**config.mk**
```make
export PLATFORM = sky130hd
export DESIGN_NAME = ofs_osc_switch
export DESIGN_NICKNAME = d
export VERILOG_FILES = /design/src/include/ofs_pkg.sv /design/src/hdl/ofs_osc_switch.sv
export SDC_FILE = /design/constraint.sdc
export NUM_CORES = 1
export LEC_CHECK = 0
export BUFFER_PORTS_ARGS = -buffer_cell sky130_fd_sc_hd__buf_2
export CELL_PAD_IN_SITES_DETAIL_PLACEMENT = 1
export CELL_PAD_IN_SITES_GLOBAL_PLACEMENT = 1
export CORE_UTILIZATION = 43
export CTS_CLUSTER_DIAMETER = 200
export DETAILED_ROUTE_END_ITERATION = 8
export GPL_TIMING_DRIVEN = 0
export PLACE_DENSITY_LB_ADDON = 0.1
export SLEW_MARGIN = 20
export SYNTH_ARGS = -nofsm -noshare
export SYNTH_HDL_FRONTEND = slang
export SYNTH_SLANG_ARGS = --single-unit
export TNS_END_PERCENT = 5
```
**constraint.sdc**
```tcl
create_clock -name pclk -period 4.8 [get_ports pclk]
set_input_delay 0.24 -clock pclk [delete_from_list [all_inputs] [get_ports pclk]]
set_output_delay 0.24 -clock pclk [all_outputs]
set_load 0.01 [all_outputs]
```
**src/include/ofs_pkg.sv**
```systemverilog
// constants, register map and types for the internal oscillator frequency switch
// assumes a 40 MHz pclk and 32-bit APB with one register per aligned word
// How it works
// - trim register bits 7 and 6 always read as zero.
// - six-bit trim is signed; 011111 fastest, 000000 centre, 100000 slowest.
// - select 111 drives the 8 MHz source direct; 000 the 31.25 kHz source.
// - codes 110 to 001 pick the fast source divided 2, 4, 8, 16, 32, 64.
// - a select write changes the requested multiplexer input at once.
// - select writes are accepted at any time, whatever source is running.
// - leaving 000 starts a stabilisation delay of about 4 ms; code keeps running.
// - leaving 000 clears the stable flag; it sets again when the delay expires.
// - between two non-000 codes no delay; the stable flag stays as it was.
// - every switch waits for a falling edge of the current clock, then holds low.
// - while low, count eight falling edges of the new clock, then connect it.
// - a switch down to 000 ends after the eight-edge handover, with no delay.
// - control bit 2 is the read-only stable flag, reset to zero.
// - control bits 7, 3, 1 and 0 always read as zero.
// - trim moves both sources over about +/-12.5 percent, equal steps.
package ofs_pkg;

	// timing
	localparam int PCLK_PERIOD_NS = 25;
	localparam int FAST_PERIOD_NS = 125;
	localparam int RC_PERIOD_NS   = 32000;
	localparam int STAB_TIME_NS   = 4000000;
	localparam int STAB_EDGES_DEF = (STAB_TIME_NS + RC_PERIOD_NS - 1) / RC_PERIOD_NS;
	localparam int HANDOVER_EDGES = 8;

	// oscillator models: phase accumulators stepped once per pclk
	localparam int          ACC_W          = 24;
	localparam logic [63:0] ACC_ONE        = 64'h0000_0000_0100_0000;
	localparam logic [23:0] FAST_INC_BASE  =
		24'(ACC_ONE * 64'(PCLK_PERIOD_NS) / 64'(FAST_PERIOD_NS));
	localparam logic [23:0] RC_INC_BASE    =
		24'(ACC_ONE * 64'(PCLK_PERIOD_NS) / 64'(RC_PERIOD_NS));
	// 12.5 percent over 32 steps is 1/256 per step
	localparam int          TRIM_STEP_SHIFT = 8;
	localparam int          POST_W          = 6;

	// register indices as printed, byte address is four times the index
	localparam int           ADDR_W        = 12;
	localparam logic [7:0]   OSC_CTRL_IDX  = 8'h8f;
	localparam logic [7:0]   OSC_TRIM_IDX  = 8'h90;
	localparam logic [7:0]   IRQ_STAT_IDX  = 8'h91;
	localparam logic [7:0]   IRQ_MASK_IDX  = 8'h92;
	localparam logic [11:0]  ADDR_OSC_CTRL = {2'h0, OSC_CTRL_IDX, 2'h0};
	localparam logic [11:0]  ADDR_OSC_TRIM = {2'h0, OSC_TRIM_IDX, 2'h0};
	localparam logic [11:0]  ADDR_IRQ_STAT = {2'h0, IRQ_STAT_IDX, 2'h0};
	localparam logic [11:0]  ADDR_IRQ_MASK = {2'h0, IRQ_MASK_IDX, 2'h0};

	// fields
	localparam int         TRIM_W     = 6;
	localparam int         SEL_LSB    = 4;
	localparam int         SEL_W      = 3;
	localparam int         STABLE_BIT = 2;
	localparam logic [5:0] TRIM_RESET = 6'h00;
	localparam int         IRQ_W      = 2;
	localparam int         EVT_SWITCH = 0;
	localparam int         EVT_STABLE = 1;

	typedef enum logic [2:0] {
		SEL_RC   = 3'b000,
		SEL_FAST = 3'b111
	} ofs_sel_e;

	typedef enum logic [1:0] {
		ST_RUN  = 2'b00,
		ST_WAIT = 2'b01,
		ST_HOLD = 2'b10
	} ofs_state_e;

endpackage

```
**src/hdl/ofs_osc_switch.sv**
```systemverilog
// internal oscillator block: trim, frequency select and glitch-free handover
// assumes APB master on pclk; oscillators are modelled as pclk-rate phase accumulators
//
// Design decision made here: the APB interface to the registers.
`timescale 1ns/1ps
`default_nettype none

module ofs_osc_switch
	import ofs_pkg::*;
#(
	parameter int STAB_EDGES = STAB_EDGES_DEF
) (
	input  wire logic              pclk,
	input  wire logic              presetn,
	input  wire logic              psel,
	input  wire logic              penable,
	input  wire logic              pwrite,
	input  wire logic [ADDR_W-1:0] paddr,
	input  wire logic [31:0]       pwdata,
	output var  logic [31:0]       prdata,
	output var  logic              pready,
	output var  logic              pslverr,
	output var  logic              clock_output_pin,
	output var  logic              fast_osc_stable_flag,
	output var  logic [SEL_W-1:0]  active_sel,
	output var  logic              irq
);

	localparam int DW = $clog2(STAB_EDGES + 1);

	function automatic logic [ACC_W-1:0] calc_inc(
		input logic [ACC_W-1:0]  base,
		input logic [TRIM_W-1:0] trim
	);
		logic signed [25:0] sum;
		sum = $signed({2'b00, base}) +
			$signed({2'b00, base >> TRIM_STEP_SHIFT}) * $signed({{20{trim[5]}}, trim});
		return sum[ACC_W-1:0];
	endfunction

	logic [TRIM_W-1:0] trim_q;
	logic [SEL_W-1:0]  sel_q;
	logic [SEL_W-1:0]  cur_q;
	logic [SEL_W-1:0]  tgt_q;
	ofs_state_e        st_q;
	logic [3:0]        cnt_q;
	logic              stable_q;
	logic              dly_run_q;
	logic [DW-1:0]     dly_cnt_q;
	logic [IRQ_W-1:0]  stat_q;
	logic [IRQ_W-1:0]  mask_q;
	logic [ACC_W-1:0]  fast_acc_q;
	logic [ACC_W-1:0]  rc_acc_q;
	logic              fast_prev_q;
	logic [POST_W-1:0] post_q;
	logic [7:0]        lvl_prev_q;
	logic [7:0]        lvl;
	logic [7:0]        fall;
	logic [31:0]       rdata_d;
	logic              mapped;
	logic              setup;
	logic              acc;
	logic              wr;
	logic              rd;
	logic              done_evt;
	logic              stab_evt;
	logic [IRQ_W-1:0]  stat_d;

	// ---------------- oscillator models ----------------
	always_ff @(posedge pclk or negedge presetn) begin
		if (!presetn) begin
			fast_acc_q  <= '0;
			rc_acc_q    <= '0;
			fast_prev_q <= 1'b0;
			post_q      <= '0;
			lvl_prev_q  <= '0;
		end else begin
			fast_acc_q  <= fast_acc_q + calc_inc(FAST_INC_BASE, trim_q);
			rc_acc_q    <= rc_acc_q + calc_inc(RC_INC_BASE, trim_q);
			fast_prev_q <= fast_acc_q[ACC_W-1];
			// postscaler advances on each rising edge of the fast source
			if (fast_acc_q[ACC_W-1] && !fast_prev_q) begin
				post_q <= post_q + POST_W'(1);
			end
			lvl_prev_q <= lvl;
		end
	end

	// level of each of the eight selectable sources, indexed by select code
	always_comb begin
		lvl    = '0;
		lvl[0] = rc_acc_q[ACC_W-1];
		lvl[7] = fast_acc_q[ACC_W-1];
		for (int k = 1; k < 7; k++) begin
			lvl[k] = post_q[6-k];
		end
		fall = lvl_prev_q & ~lvl;
	end

	// ---------------- APB slave ----------------
	assign setup = psel && !penable;
	assign acc   = psel && penable && pready;
	assign wr    = acc && pwrite;
	assign rd    = acc && !pwrite;

	always_comb begin
		rdata_d = '0;
		mapped  = 1'b1;
		case (paddr)
			ADDR_OSC_CTRL: begin
				rdata_d[SEL_LSB+SEL_W-1:SEL_LSB] = sel_q;
				rdata_d[STABLE_BIT]              = stable_q;
			end
			ADDR_OSC_TRIM: rdata_d[TRIM_W-1:0] = trim_q;
			ADDR_IRQ_STAT: rdata_d[IRQ_W-1:0] = stat_q;
			ADDR_IRQ_MASK: rdata_d[IRQ_W-1:0] = mask_q;
			default:       mapped = 1'b0;
		endcase
	end

	// zero-wait answer: pready rises in the first access cycle
	always_ff @(posedge pclk or negedge presetn) begin
		if (!presetn) begin
			pready  <= 1'b0;
			pslverr <= 1'b0;
			prdata  <= '0;
		end else begin
			pready  <= setup;
			pslverr <= setup && !mapped;
			if (setup && !pwrite) begin
				prdata <= rdata_d;
			end
		end
	end

	always_ff @(posedge pclk or negedge presetn) begin
		if (!presetn) begin
			sel_q  <= SEL_RC;
			trim_q <= TRIM_RESET;
			mask_q <= '0;
		end else if (wr) begin
			case (paddr)
				ADDR_OSC_CTRL: sel_q <= pwdata[SEL_LSB+SEL_W-1:SEL_LSB];
				ADDR_OSC_TRIM: trim_q <= pwdata[TRIM_W-1:0];
				ADDR_IRQ_MASK: mask_q <= pwdata[IRQ_W-1:0];
				default: ;
			endcase
		end
	end

	// ---------------- handover ----------------
	assign done_evt = (st_q == ST_HOLD) && (sel_q == tgt_q) && fall[tgt_q] &&
		(cnt_q == 4'(HANDOVER_EDGES - 1));

	always_ff @(posedge pclk or negedge presetn) begin
		if (!presetn) begin
			st_q             <= ST_RUN;
			cur_q            <= SEL_RC;
			tgt_q            <= SEL_RC;
			cnt_q            <= '0;
			clock_output_pin <= 1'b0;
		end else begin
			case (st_q)
				ST_RUN: begin
					clock_output_pin <= lvl[cur_q];
					if (sel_q != cur_q) begin
						tgt_q <= sel_q;
						st_q  <= ST_WAIT;
					end
				end
				ST_WAIT: begin
					tgt_q <= sel_q;
					if (fall[cur_q]) begin
						clock_output_pin <= 1'b0;
						cnt_q            <= '0;
						st_q             <= ST_HOLD;
					end else begin
						clock_output_pin <= lvl[cur_q];
					end
				end
				ST_HOLD: begin
					clock_output_pin <= 1'b0;
					// a fresh write during the hold restarts the edge count
					if (sel_q != tgt_q) begin
						tgt_q <= sel_q;
						cnt_q <= '0;
					end else if (done_evt) begin
						cur_q <= tgt_q;
						st_q  <= ST_RUN;
					end else if (fall[tgt_q]) begin
						cnt_q <= cnt_q + 4'd1;
					end
				end
				default: st_q <= ST_RUN;
			endcase
		end
	end

	// ---------------- stabilisation ----------------
	// a handover between fast codes leaves the delay running; only a return to rc cancels it
	assign stab_evt = dly_run_q && fall[SEL_RC] && (dly_cnt_q == DW'(STAB_EDGES - 1)) &&
		!(done_evt && tgt_q == SEL_RC);

	always_ff @(posedge pclk or negedge presetn) begin
		if (!presetn) begin
			stable_q  <= 1'b0;
			dly_run_q <= 1'b0;
			dly_cnt_q <= '0;
		end else if (done_evt && cur_q == SEL_RC && tgt_q != SEL_RC) begin
			stable_q  <= 1'b0;
			dly_run_q <= 1'b1;
			dly_cnt_q <= '0;
		end else if (done_evt && tgt_q == SEL_RC) begin
			// fast source is idle on the RC clock, so it no longer counts as stable
			stable_q  <= 1'b0;
			dly_run_q <= 1'b0;
		end else if (dly_run_q && fall[SEL_RC]) begin
			if (stab_evt) begin
				stable_q  <= 1'b1;
				dly_run_q <= 1'b0;
			end else begin
				dly_cnt_q <= dly_cnt_q + DW'(1);
			end
		end
	end

	// ---------------- events and interrupt ----------------
	always_comb begin
		stat_d = stat_q;
		// only bits that were returned are cleared, so a later event survives
		if (rd && paddr == ADDR_IRQ_STAT) begin
			stat_d = stat_d & ~prdata[IRQ_W-1:0];
		end
		stat_d[EVT_SWITCH] = stat_d[EVT_SWITCH] | done_evt;
		stat_d[EVT_STABLE] = stat_d[EVT_STABLE] | stab_evt;
	end

	always_ff @(posedge pclk or negedge presetn) begin
		if (!presetn) begin
			stat_q               <= '0;
			irq                  <= 1'b0;
			fast_osc_stable_flag <= 1'b0;
			active_sel           <= SEL_RC;
		end else begin
			stat_q               <= stat_d;
			irq                  <= |(stat_q & mask_q);
			fast_osc_stable_flag <= stable_q;
			active_sel           <= cur_q;
		end
	end

	// ---------------- checks ----------------
	trim_upper_a: assert property (@(posedge pclk) disable iff (!presetn)
		(rd && paddr == ADDR_OSC_TRIM) |-> (prdata[31:TRIM_W] == '0))
		else $error("trim upper bits not zero");

	ctrl_unused_a: assert property (@(posedge pclk) disable iff (!presetn)
		(rd && paddr == ADDR_OSC_CTRL) |->
		(prdata[7] == 1'b0 && prdata[3] == 1'b0 && prdata[1:0] == 2'b00))
		else $error("control unused bits not zero");

	ctrl_flag_a: assert property (@(posedge pclk) disable iff (!presetn)
		(setup && !pwrite && paddr == ADDR_OSC_CTRL) |=> (prdata[STABLE_BIT] == $past(stable_q)))
		else $error("stable flag read wrong");

	sel_write_a: assert property (@(posedge pclk) disable iff (!presetn)
		(wr && paddr == ADDR_OSC_CTRL) |=>
		(sel_q == $past(pwdata[SEL_LSB+SEL_W-1:SEL_LSB])))
		else $error("select write not taken");

	hold_low_a: assert property (@(posedge pclk) disable iff (!presetn)
		(st_q == ST_WAIT && fall[cur_q]) |=> (!clock_output_pin && st_q == ST_HOLD))
		else $error("clock not held low after falling edge");

	edge_count_a: assert property (@(posedge pclk) disable iff (!presetn)
		(st_q == ST_HOLD && sel_q == tgt_q && fall[tgt_q] && cnt_q != 4'(HANDOVER_EDGES - 1))
		|=> (st_q == ST_HOLD && !clock_output_pin))
		else $error("handover before eight edges");

	connect_a: assert property (@(posedge pclk) disable iff (!presetn)
		done_evt |=> (st_q == ST_RUN && cur_q == $past(tgt_q)))
		else $error("new source not connected");

	stab_clear_a: assert property (@(posedge pclk) disable iff (!presetn)
		(done_evt && cur_q == SEL_RC && tgt_q != SEL_RC) |=>
		(!stable_q && dly_run_q && dly_cnt_q == '0))
		else $error("delay not started on leaving rc");

	stab_set_a: assert property (@(posedge pclk) disable iff (!presetn)
		stab_evt |=> (stable_q && !dly_run_q))
		else $error("stable flag not set at delay end");

	keep_stable_a: assert property (@(posedge pclk) disable iff (!presetn)
		(done_evt && cur_q != SEL_RC && tgt_q != SEL_RC && stable_q) |=> stable_q)
		else $error("stable flag dropped between fast codes");

	to_rc_a: assert property (@(posedge pclk) disable iff (!presetn)
		(done_evt && tgt_q == SEL_RC) |=> (!dly_run_q && cur_q == SEL_RC))
		else $error("delay applied on switch to rc");

	rc_route_a: assert property (@(posedge pclk) disable iff (!presetn)
		(st_q == ST_RUN && cur_q == SEL_RC) |=> (clock_output_pin == $past(rc_acc_q[ACC_W-1])))
		else $error("rc source not routed to clock output");

	fast_route_a: assert property (@(posedge pclk) disable iff (!presetn)
		(st_q == ST_RUN && cur_q == SEL_FAST) |=> (clock_output_pin == $past(fast_acc_q[ACC_W-1])))
		else $error("fast source not routed to clock output");

	half_route_a: assert property (@(posedge pclk) disable iff (!presetn)
		(st_q == ST_RUN && cur_q == 3'h6) |=> (clock_output_pin == $past(post_q[0])))
		else $error("divide by two not routed");

	slow_route_a: assert property (@(posedge pclk) disable iff (!presetn)
		(st_q == ST_RUN && cur_q == 3'h1) |=> (clock_output_pin == $past(post_q[POST_W-1])))
		else $error("divide by sixty-four not routed");

	trim_write_a: assert property (@(posedge pclk) disable iff (!presetn)
		(wr && paddr == ADDR_OSC_TRIM) |=> (trim_q == $past(pwdata[TRIM_W-1:0])))
		else $error("trim write not taken");

	sel_keep_a: assert property (@(posedge pclk) disable iff (!presetn)
		!(wr && paddr == ADDR_OSC_CTRL) |=> $stable(sel_q))
		else $error("select changed without a write");

	switch_start_a: assert property (@(posedge pclk) disable iff (!presetn)
		(st_q == ST_RUN && sel_q != cur_q) |=> (st_q == ST_WAIT && tgt_q == $past(sel_q)))
		else $error("handover not started after select write");

	wait_pass_a: assert property (@(posedge pclk) disable iff (!presetn)
		(st_q == ST_WAIT && !fall[cur_q]) |=> (st_q == ST_WAIT && clock_output_pin == $past(lvl[cur_q])))
		else $error("current clock not passed while waiting");

	hold_out_a: assert property (@(posedge pclk) disable iff (!presetn)
		(st_q == ST_HOLD) |=> !clock_output_pin)
		else $error("clock output not low during hold");

	count_range_a: assert property (@(posedge pclk) disable iff (!presetn)
		(st_q == ST_HOLD) |-> (cnt_q < 4'(HANDOVER_EDGES)))
		else $error("edge count out of range");

	flag_copy_a: assert property (@(posedge pclk) disable iff (!presetn)
		1'b1 |=> (fast_osc_stable_flag == $past(stable_q)))
		else $error("stable flag output wrong");

	rc_no_delay_a: assert property (@(posedge pclk) disable iff (!presetn)
		(cur_q == SEL_RC) |-> !dly_run_q)
		else $error("delay running on rc source");

	delay_bound_a: assert property (@(posedge pclk) disable iff (!presetn)
		dly_run_q |-> (dly_cnt_q < DW'(STAB_EDGES)))
		else $error("delay counter past its end");

	stable_low_a: assert property (@(posedge pclk) disable iff (!presetn)
		(!stab_evt && !stable_q) |=> !stable_q)
		else $error("stable flag set before delay end");

	ready_pulse_a: assert property (@(posedge pclk) disable iff (!presetn)
		pready |=> !pready)
		else $error("ready held longer than one cycle");

	err_ready_a: assert property (@(posedge pclk) disable iff (!presetn)
		pslverr |-> pready)
		else $error("error without ready");

	switch_evt_a: assert property (@(posedge pclk) disable iff (!presetn)
		done_evt |=> stat_q[EVT_SWITCH])
		else $error("handover event not recorded");

	stable_evt_a: assert property (@(posedge pclk) disable iff (!presetn)
		stab_evt |=> stat_q[EVT_STABLE])
		else $error("delay expiry event not recorded");

	irq_level_a: assert property (@(posedge pclk) disable iff (!presetn)
		1'b1 |=> (irq == $past(|(stat_q & mask_q))))
		else $error("interrupt level wrong");

endmodule // ofs_osc_switch

`default_nettype wire

```
[Yosys cells after proc, flatten, opt, wreduce, memory -nomap -nowiden]
Index checks and enable logic that the tools add are counted.
Widths: inputs -> output; s select.
Word-level totals
  bits in registers: 112
  logic and storage cells: 145
Cells by class
  multiply operators: 2
  magnitude comparators: 2
  bitwise gates (word level): 8
  muxes and demuxes: 40
  reductions and logical operators: 43
  eq/ne operators: 20
  add/subtract/negate cells: 7
Operators with widths (number)
  $add 24x24->24: 2
  $eq 12x10->1 const B: 4
  $mux 7: 4
  $add 23x21->24 const A: 1
  $mul 15x6->21 const A: 1
  $logic_and 1x1->1: 18
  $add 15x13->16 const A: 1
  $mux 4: 4
  $mux 1: 15
  $mul 7x6->13 const A: 1
  $pmux 2 s3: 2
  $reduce_bool 3->1: 4
  $mux 2: 5
  $ne 2x2->1 const B: 5
  $bmux 1 s3: 3
  $pmux 3 s3: 1
  $reduce_and 3->1: 3
  $and 8x8->8: 1
  $lt 3x4->1 const B: 2
  $not 8->8: 1
  $pmux 4 s2: 1
  $reduce_and 2->1: 4
  $reduce_and 4->1: 2
  $add 7x1->7 const B: 1
  25 further kinds: 36

[Longest topological paths before layout]
Gate-level depths: netlist of the first run.
  depth after elaboration: 13
  gate-level depth with buffers: 23
  depth with buffers taken out: 22

[Least setup slack after synthesis of the first run]
No wires, ideal clock.
  path kind: register to register
  start point: register trim_q[5]
  end point: register rc_acc_q[17]
  cell stages (with the launch flop): 20
  path slack: 0.158 ns
  arrival time: 4.507 ns
  period minus slack after synthesis: 4.642 ns
  data required time: 4.666 ns
  library setup time: 0.134 ns
  cell sequence: dfrtp_1 inv_1 ha_1 fa_1 inv_1 ha_1 ha_1 ha_1 o21ai_0 nand2b_1 a21oi_1 a21oi_1 nor4b_1 a311oi_1 ha_1 a21oi_1 o21ai_0 nor3_1 a211oi_1 xor2_1
On the way
  longest elaborated chain between the ends: 3
RTL lines
  from (decl): line ofs_osc_switch.sv:41  | logic [TRIM_W-1:0] trim_q;
  from (signal assigned): line ofs_osc_switch.sv:144  | ADDR_OSC_TRIM: trim_q <= pwdata[TRIM_W-1:0];
  $mul 7x6->13: line ofs_osc_switch.sv:37  | $signed({2'b00, base >> TRIM_STEP_SHIFT}) * $signed({{20{trim[5]}}, trim});
  $add 15x13->16: line ofs_osc_switch.sv:36  | sum = $signed({2'b00, base}) +
  $add 24x24->24: line ofs_osc_switch.sv:79  | rc_acc_q <= rc_acc_q + calc_inc(RC_INC_BASE, trim_q);
  to (signal assigned): line ofs_osc_switch.sv:79
  to (decl): line ofs_osc_switch.sv:53  | logic [ACC_W-1:0] rc_acc_q;
No other way between the ends.
A chain may end at the register's enable or synchronous reset.

[Worst setup path after layout of the first run]
  start point: register trim_q[5]
  end point: register rc_acc_q[19]
Same word-level chain as after synthesis.

==> out/results.tsv, run 1 <==
stage	metric	value	unit
place	GPL Wtd Cong	0.835	
logic_synthesis	number of synthesized flops with an enable pin	0	
layout	post-route cell area	9670	um2
worst_setup_path	CP Cell Sequence	buf_4, ha_1, ha_4, inv_1, fa_1, inv_1, ha_1, ha_4, o21ai_2, nand2b_1, a21oi_2, a21oi_2, nor4b_2, a311oi_2, ha_1, a21oi_2, o21ai_2, nor3_2, buf_4, a211oi_2, xor2_1	
timing	fin. max-slew vios	0	
drt	vias per cell	5.35	
global_route	GR Overflow Total	0	
outcome	status	finished, final reports clean	
die	Die H	142	um
die	Initial Utilization	44.6	%
layout	Area Overhead vs Synth	14.1	%
layout	layout cell share with drive strength beyond 1	17.4	%
drt	wire per inst	17.8	um
logic_synthesis	post-synthesis cell type count	59	
worst_setup_path	Bufs and invs on worst path	4	
power	PD cells	470	nW/um2
timing	f_max	0.215	GHz
logic_synthesis	Post-Syn Area	8480	um2
logic_synthesis	Syn Inst Count	832	
drt	metal3 WL	311	um
clock_tree	H-tree lvl count	3	
layout	Final nets	1122	
logic_synthesis	compound-cell area share of the yosys netlist	12.3	%
run	Max-Cap Viols	0	
timing	final worst path period share	97.1	%
logic_synthesis	Synth async-reset ratio	100	%
drt	Routed met2 length	11100	um
global_route	first-pass GRT wire length	35400	um
global_route	number of global-route vias before repair	7069	
die	# rows	50	
drt	Routed WL	21100	um
worst_setup_path	endpoint class of the critical path	register	
drt	Final ANT Viol Nets	0	
power	Max VDD drop	0.320	mV
worst_setup_path	startpoint types	register	
worst_setup_path	crit path kind	reg -> reg	
logic_synthesis	Primary FF master, synth	dfrtp_1	
die	Die ar.	20300	um2
power	Leakage	4.81	nW
layout	Diodes inserted	0	
timing	Slew @ Worst Pin	0.921	ns
timing	Final WS setup	0.141	ns
drt	initial DRC count	145	
clock_tree	CTS tree	yes	
global_route	GRT Overall Usage	22.2	%
min_path	class of the worst hold path	in -> reg	
drt	M1 WL	9210	um
clock_tree	Clock Tree Root	clkbuf_16	
logic_synthesis	Yosys Warn Count	0	
timing	RSZ-0062 raised after global routing	true	
logic_synthesis	fraction of the mapped netlist area in simple logic gates	11.9	%
drt	DRT Pass-1 Iters	4	
logic_synthesis	main combinational cell family by area after synthesis	adder cells	
drt	Residual DRC	0	
drt	vias after detailed routing	6345	
logic_synthesis	Avg Synthesized Cell Area	10.2	um2
place	PortBufs	36	
layout	post-layout util	50.8	%
clock_tree	insertion delay to the later sink of the worst-skew pair	0.37	ns
logic_synthesis	adder-cell share of the synthesized area	25.5	%
clock_tree	clock slew at reported path FFs	0.09	ns
die	core footprint	19000	um2
worst_setup_path	WP data arrival	4.94	ns
logic_synthesis	post-synthesis xor/xnor area fraction	6.92	%
drt	highest routed metal layer	met5	
worst_setup_path	max incr delay on CP	0.54	ns
timing	Tmin final	4.66	ns
timing	Setup violations, final	0	
global_route	initial antenna violation count	1	
worst_setup_path	worst endpoint required time	5.08	ns
worst_setup_path	delay-heaviest family, CP	adder cells	
timing	Final Hold Viols	0	
logic_synthesis	Synth Register Bits	111	
timing	Rel. slew slack	38.1	%
place	hpwl dp	16300	um
timing	Final Skew	0.0160	ns
die	I/O pin cnt	89	
place	Cell Area, Placed	9110	um2
die	chip width	142	um
clock_tree	clk sinks	111	
worst_setup_path	CP max-delay cell	fa_1	
logic_synthesis	mux cell area share after synthesis	4.34	%
worst_setup_path	Critical Path Fanout Max	4	
clock_tree	clock buffer count from CTS	9	
place	dpl ws	-0.729	ns
clock_tree	Clock Tree Buf Depth	2	
global_route	largest net degree at the start of global routing	73	
logic_synthesis	register area share after synthesis	32.8	%
area by class of cell:
type                       instances  area, um2
buffer                            37        241
clock buffer                       9        225
clock inverter                     7       71.3
fill                            2164       9350
inverter                          74        278
multi-input combinational        633       5390
sequential                       111       2780
tap                              260        325
timing repair buffer              55        352
synth_stat cells, types with 2 or more instances:
cell / number / area, um2
a31o_2: 3 / 26.3
and3_1: 5 / 31.3
nor3b_1: 4 / 30.0
xnor2_1: 39 / 342
a21o_1: 15 / 113
o31ai_1: 3 / 22.5
a221oi_1: 3 / 26.3
a21oi_1: 51 / 255
clkbuf_1: 11 / 41.3
mux2_4: 6 / 90.1
nor2b_1: 15 / 93.8
o21ai_0: 35 / 175
buf_4: 25 / 188
a311oi_1: 3 / 26.3
o211ai_1: 6 / 45.0
or3_1: 2 / 12.5
o21a_1: 5 / 37.5
a211oi_1: 7 / 52.6
nand2b_1: 16 / 100
mux2_2: 14 / 158
nor3_1: 17 / 85.1
nor4b_1: 2 / 17.5
nor2_1: 33 / 124
nand3_1: 13 / 65.1
o22a_1: 2 / 17.5
o21bai_1: 4 / 30.0
nor4_1: 6 / 37.5
nand2_1: 57 / 214
a21boi_0: 5 / 37.5
fa_1: 35 / 701
ha_1: 117 / 1460
o22ai_1: 2 / 12.5
o221a_2: 2 / 22.5
a31oi_1: 4 / 25.0
a22o_1: 4 / 35.0
a22oi_1: 5 / 37.5
inv_1: 74 / 278
nand4_1: 18 / 113
dfrtp_1: 111 / 2780
xor2_1: 28 / 245
mux4_2: 4 / 90.1
mux2i_1: 3 / 30.0
and4_1: 2 / 17.5
cells by family after synthesis:
kind of cell	count (synthesis)
multiplexers	27
AND/OR/NAND/NOR	198
AO/OA/AOI/OAI	164
flip-flops	111
adder cells (fa/ha/maj)	152
other	1
buffers and inverters	112
XOR/XNOR	67
cells in the final DEF (no fill, tap or decap), types with 6 or more instances in the layout:
cell type / n
nand3_1: 13
mux2_2: 14
fa_1: 34
nand2_1: 57
inv_1: 72
xor2_1: 28
buf_2: 36
clkbuf_16: 9
nand4_1: 18
ha_1: 113
buf_4: 42
o211ai_1: 6
mux2_4: 6
nor2b_1: 15
nor3_1: 15
a21o_1: 15
nor4_1: 6
conb_1: 25
dfrtp_1: 106
o21ai_0: 32
a21oi_1: 47
nor2_1: 31
clkbuf_1: 10
nand2b_1: 16
xnor2_1: 39
state kept, by name, summed over array words and instances, names as in the netlist, 2 cells and up:
name	flops
mask_q	2
stat_q	2
cnt_q	4
dly_cnt_q	7
lvl_prev_q	7
sel_q	3
st_q	2
fast_acc_q	24
active_sel	3
trim_q	6
cur_q	3
rc_acc_q	24
post_q	6
tgt_q	3
prdata	7
through the flow:
stage | hold WS [ns] | TNS [ns] | total power [mW] | cells
after floorplan | -0.0556 | 0 | 3.08 | 856
after global placement | 0.361 | -6.09 | 3.50 | 1152
after detailed placement | 0.192 | -6.85 | 3.68 | 1153
after CTS | 0.0742 | 0 | 4.53 | 1180
after global routing | 0.0855 | -0.187 | 4.93 | 1186
final | 0.0905 | 0 | 4.54 | 1186
power by group:
group | internal, mW | switching (mW)
clock | 0.369 | 0.405
sequential | 1.20 | 0.150
combinational | 1.03 | 1.38
metal layers:
layer,global-route usage (%),up-vias
met1,27.5,3193
met3,1.82,31
met5,0,-
met4,8.21,2
met2,40.2,69
li1,-,3050
worst paths after layout:
kind / startpoint / to / slack, ns / depth (start not counted)
worst max-delay path: trim_q[5] / rc_acc_q[19] / 0.14 / 21
worst min-delay path: penable / pready / 0.09 / 2
worst max register to register: trim_q[5] / rc_acc_q[19] / 0.14 / 21
worst min register to register: cur_q[1] / active_sel[1] / 0.38 / 0
max in group asynchronous: presetn / trim_q[2] / 3.72 / 3
min in group asynchronous: presetn / rc_acc_q[14] / 0.36 / 2
repair_timing:
item,in CTS,in global routing
pin swaps,3,7
hold endpoints to repair,39,0
setup buffers,10,7
gates cloned,0,0
hold buffers,1,0
endpoints found under the setup margin,20,13
resized for setup,20,19
No activity file was read; power rests on OpenSTA's default activity.
==> run 2: changes to the inputs <==
CELL_PAD_IN_SITES_GLOBAL_PLACEMENT = 2   (was 1)
CORE_UTILIZATION = 35   (was 43)
==> run 2 against run 1 <==
Against the previous run:
- clock skew decreased by 0.0058 ns
- critical path depth decreased by 1
- combinational power decreased by 3%
- die area increased by 23%
- setup slack improved by 0.0030 ns
- sequential power about the same
- via count decreased by 1.1%
- first-iteration DRC count increased by 8.3%
- worst hold slack got worse by 0.0012 ns
- utilization decreased by 9.6 points
- register-to-register slack about the same
- critical path type unchanged
==> out/results.tsv, run 2 (synthesized netlist as in run 1, its figures left out) <==
stage	metric	value	unit	change
die	Initial Utilization	35.9	%	was 44.6%
global_route	first-pass GRT wire length	34400	um	was 35400 um
place	hpwl dp	16800	um	was 16300 um
worst_setup_path	endpoint class of the critical path	register		unchanged
worst_setup_path	delay-heaviest family, CP	adder cells		unchanged
layout	Cell Count, Final, Fillers Out	1242		was 1186
worst_setup_path	Bufs and invs on worst path	3		was 4
place	PortBufs	36		unchanged
clock_tree	clock slew at reported path FFs	0.08	ns	was 0.09 ns
global_route	GR Overflow Total	0		unchanged
layout	Area Overhead vs Synth	15.0	%	was 14.1%
die	chip width	158	um	was 142 um
drt	vias per cell	5.05		was 5.35
power	Net Sw Frac	41.8	%	was 42.6%
min_path	class of the worst hold path	in -> reg		unchanged
drt	Final ANT Viol Nets	0		unchanged
global_route	largest net degree at the start of global routing	79		was 73
global_route	initial antenna violation count	0		was 1
outcome	status	finished, final reports clean		unchanged
clock_tree	Clock Tree Buf Depth	2		unchanged
worst_setup_path	worst endpoint required time	5.09	ns	was 5.08 ns
clock_tree	CTS tree	yes		unchanged
worst_setup_path	max incr delay on CP	0.56	ns	was 0.54 ns
worst_setup_path	crit path kind	reg -> reg		unchanged
power	combinational cell fraction of total power	51.8	%	was 53.1%
drt	Routed WL	20900	um	was 21100 um
drt	Residual DRC	0		unchanged
drt	vias after detailed routing	6274		was 6345
worst_setup_path	startpoint types	register		unchanged
timing	Setup violations, final	0		unchanged
layout	Diodes inserted	0		unchanged
timing	Rel. slew slack	31.8	%	was 38.1%
timing	Setup TNS	0	ns	unchanged
die	I/O pin cnt	89		unchanged
drt	initial DRC count	157		was 145
power	total power	4.52	mW	was 4.54 mW
layout	register area	2790	um2	was 2780 um2
layout	Largest regs	fast_acc_q (24), rc_acc_q (24)		unchanged
layout	Final nets	1119		was 1122
worst_setup_path	WP data arrival	4.94	ns	about the same
place	Inst Count DP	1212		was 1153
clock_tree	clock buffer count from CTS	9		unchanged
die	Die ar.	24900	um2	was 20300 um2
timing	Slew @ Worst Pin	1.01	ns	was 0.921 ns
timing	Final Skew	0.0102	ns	was 0.0160 ns
power	Net Sw Power	1.89	mW	was 1.93 mW
power	Max VDD drop	0.233	mV	was 0.320 mV
run	Max-Cap Viols	0		unchanged
layout	Fillers	2687		was 2164
drt	DRT Pass-1 Iters	4		unchanged
timing	Tmin final	4.66	ns	about the same
die	# rows	56		was 50
place	GPL Wtd Cong	0.793		was 0.835
power	Leakage	4.80	nW	was 4.81 nW
clock_tree	H-tree lvl count	3		unchanged
layout	commonest non-fill, non-tap cells in the layout	ha_1, dfrtp_1, inv_1		unchanged
global_route	GRT Overall Usage	17.8	%	was 22.2%
timing	final worst path period share	97.0	%	was 97.1%
drt	wire per inst	16.8	um	was 17.8 um
global_route	number of global-route vias before repair	6681		was 7069
timing	Fin Hold WS	0.0892	ns	was 0.0905 ns
die	core footprint	23600	um2	was 19000 um2
layout	layout cell share with drive strength beyond 1	16.8	%	was 17.4%
timing	RSZ-0062 raised after global routing	true		unchanged
timing	f_max	0.215	GHz	about the same
worst_setup_path	CP max-delay cell	fa_1		unchanged
die	Die H	158	um	was 142 um
worst_setup_path	CP Cell Sequence	ha_1, ha_4, inv_1, fa_1, inv_1, ha_1, ha_4, o21ai_0, nand2b_1, a21oi_2, a21oi_2, nor4b_2, a311oi_2, ha_2, a21oi_1, o21ai_2, nor3_2, buf_4, a211oi_2, xor2_1		was buf_4, ha_1, ha_4, inv_1, fa_1, inv_1, ha_1, ha_4, o21ai_2, nand2b_1, a21oi_2, a21oi_2, nor4b_2, a311oi_2, ha_1, a21oi_2, o21ai_2, nor3_2, buf_4, a211oi_2, xor2_1
timing	Final Hold Viols	0		unchanged
timing	fin. max-slew vios	0		unchanged
worst_setup_path	Critical Path Fanout Max	5		was 4
power	Pint	2.63	mW	was 2.61 mW
clock_tree	clk sinks	111		unchanged
layout	commonest non-fill, non-tap cell in the layout	ha_1		unchanged
layout	area of the multi-input gates	5390	um2	about the same
clock_tree	Clock Tree Root	clkbuf_16		unchanged
power	clock power share	18.5	%	was 17.1%
power	Seq pwr share	29.8	%	about the same
power	PD cells	463	nW/um2	was 470 nW/um2
clock_tree	insertion delay to the later sink of the worst-skew pair	0.37	ns	about the same
## run 2: worst register-to-register path: stages (launching register included)
cell,delay [ns]
dfrtp_2,0.45
ha_1,0.32
ha_4,0.31
inv_1,0.10
fa_1,0.56
inv_1,0.05
ha_1,0.31
ha_4,0.27
o21ai_0,0.16
nand2b_1,0.09
a21oi_2,0.15
a21oi_2,0.08
nor4b_2,0.32
a311oi_2,0.10
ha_2,0.37
a21oi_1,0.07
o21ai_2,0.20
nor3_2,0.07
buf_4,0.17
a211oi_2,0.24
xor2_1,0.19
## run 2: per-layer routing
layer / routed length (um) / global-route usage [%] / share of wire, % / vias to the layer above
met5: 0 / 0 / 0 / -
met4: 269 / 4.90 / 1.3 / 0
met3: 440 / 2.33 / 2.1 / 15
met2: 10500 / 31.2 / 50 / 65
met1: 9700 / 23.0 / 47 / 3153
li1: - / - / - / 3041
## run 2: repair_timing
item,4_1_cts,5_1_grt
resized for setup,20,18
buffers inserted,4,9
pin swaps,3,4
endpoints found under the setup margin,19,14
hold buffers,1,0
endpoints found under the hold margin,33,0
## run 2: worst paths after layout
kind / start / slack [ns] / cells past startpoint / endpoint
setup reg to reg: trim_q[5] / 0.14 / 20 / rc_acc_q[17]
setup / recovery: trim_q[5] / 0.14 / 20 / rc_acc_q[17]
min in group asynchronous: presetn / 0.34 / 2 / rc_acc_q[19]
hold reg to reg: cur_q[1] / 0.38 / 0 / active_sel[1]
max in group asynchronous: presetn / 3.71 / 3 / trim_q[1]
hold / removal: penable / 0.09 / 2 / pready
## run 2: power by group through the flow
stage	logic, mW	clock network, mW	registers [mW]
4_1_cts	2.34	0.864	1.35
2_1_floorplan	1.76	0	1.32
5_1_grt	2.68	0.890	1.38
3_5_place_dp	2.29	0	1.37
3_3_place_gp	2.19	0	1.36
6_report	2.34	0.834	1.35
## run 2: area by class of cell
type	count	area share, %
multi-input cells	633	55.3
inverters	74	2.85
clock buffers	9	2.31
plain buffers	38	2.53
clock inverters	7	1.07
well taps	319	4.09
flip-flops and latches	111	28.6
repair buffers	51	3.30
## run 2: per-stage QoR
step | instance area, um2 | utilization, % | setup WS, ns
6_report | 9750 | 41.3 | 0.144
5_1_grt | 9750 | 41.3 | -0.0974
4_1_cts | 9610 | 40.7 | -0.0244
3_5_place_dp | 9180 | 38.9 | -1.01
3_3_place_gp | 9150 | 38.7 | -0.960
2_1_floorplan | 8570 | - | 0.158
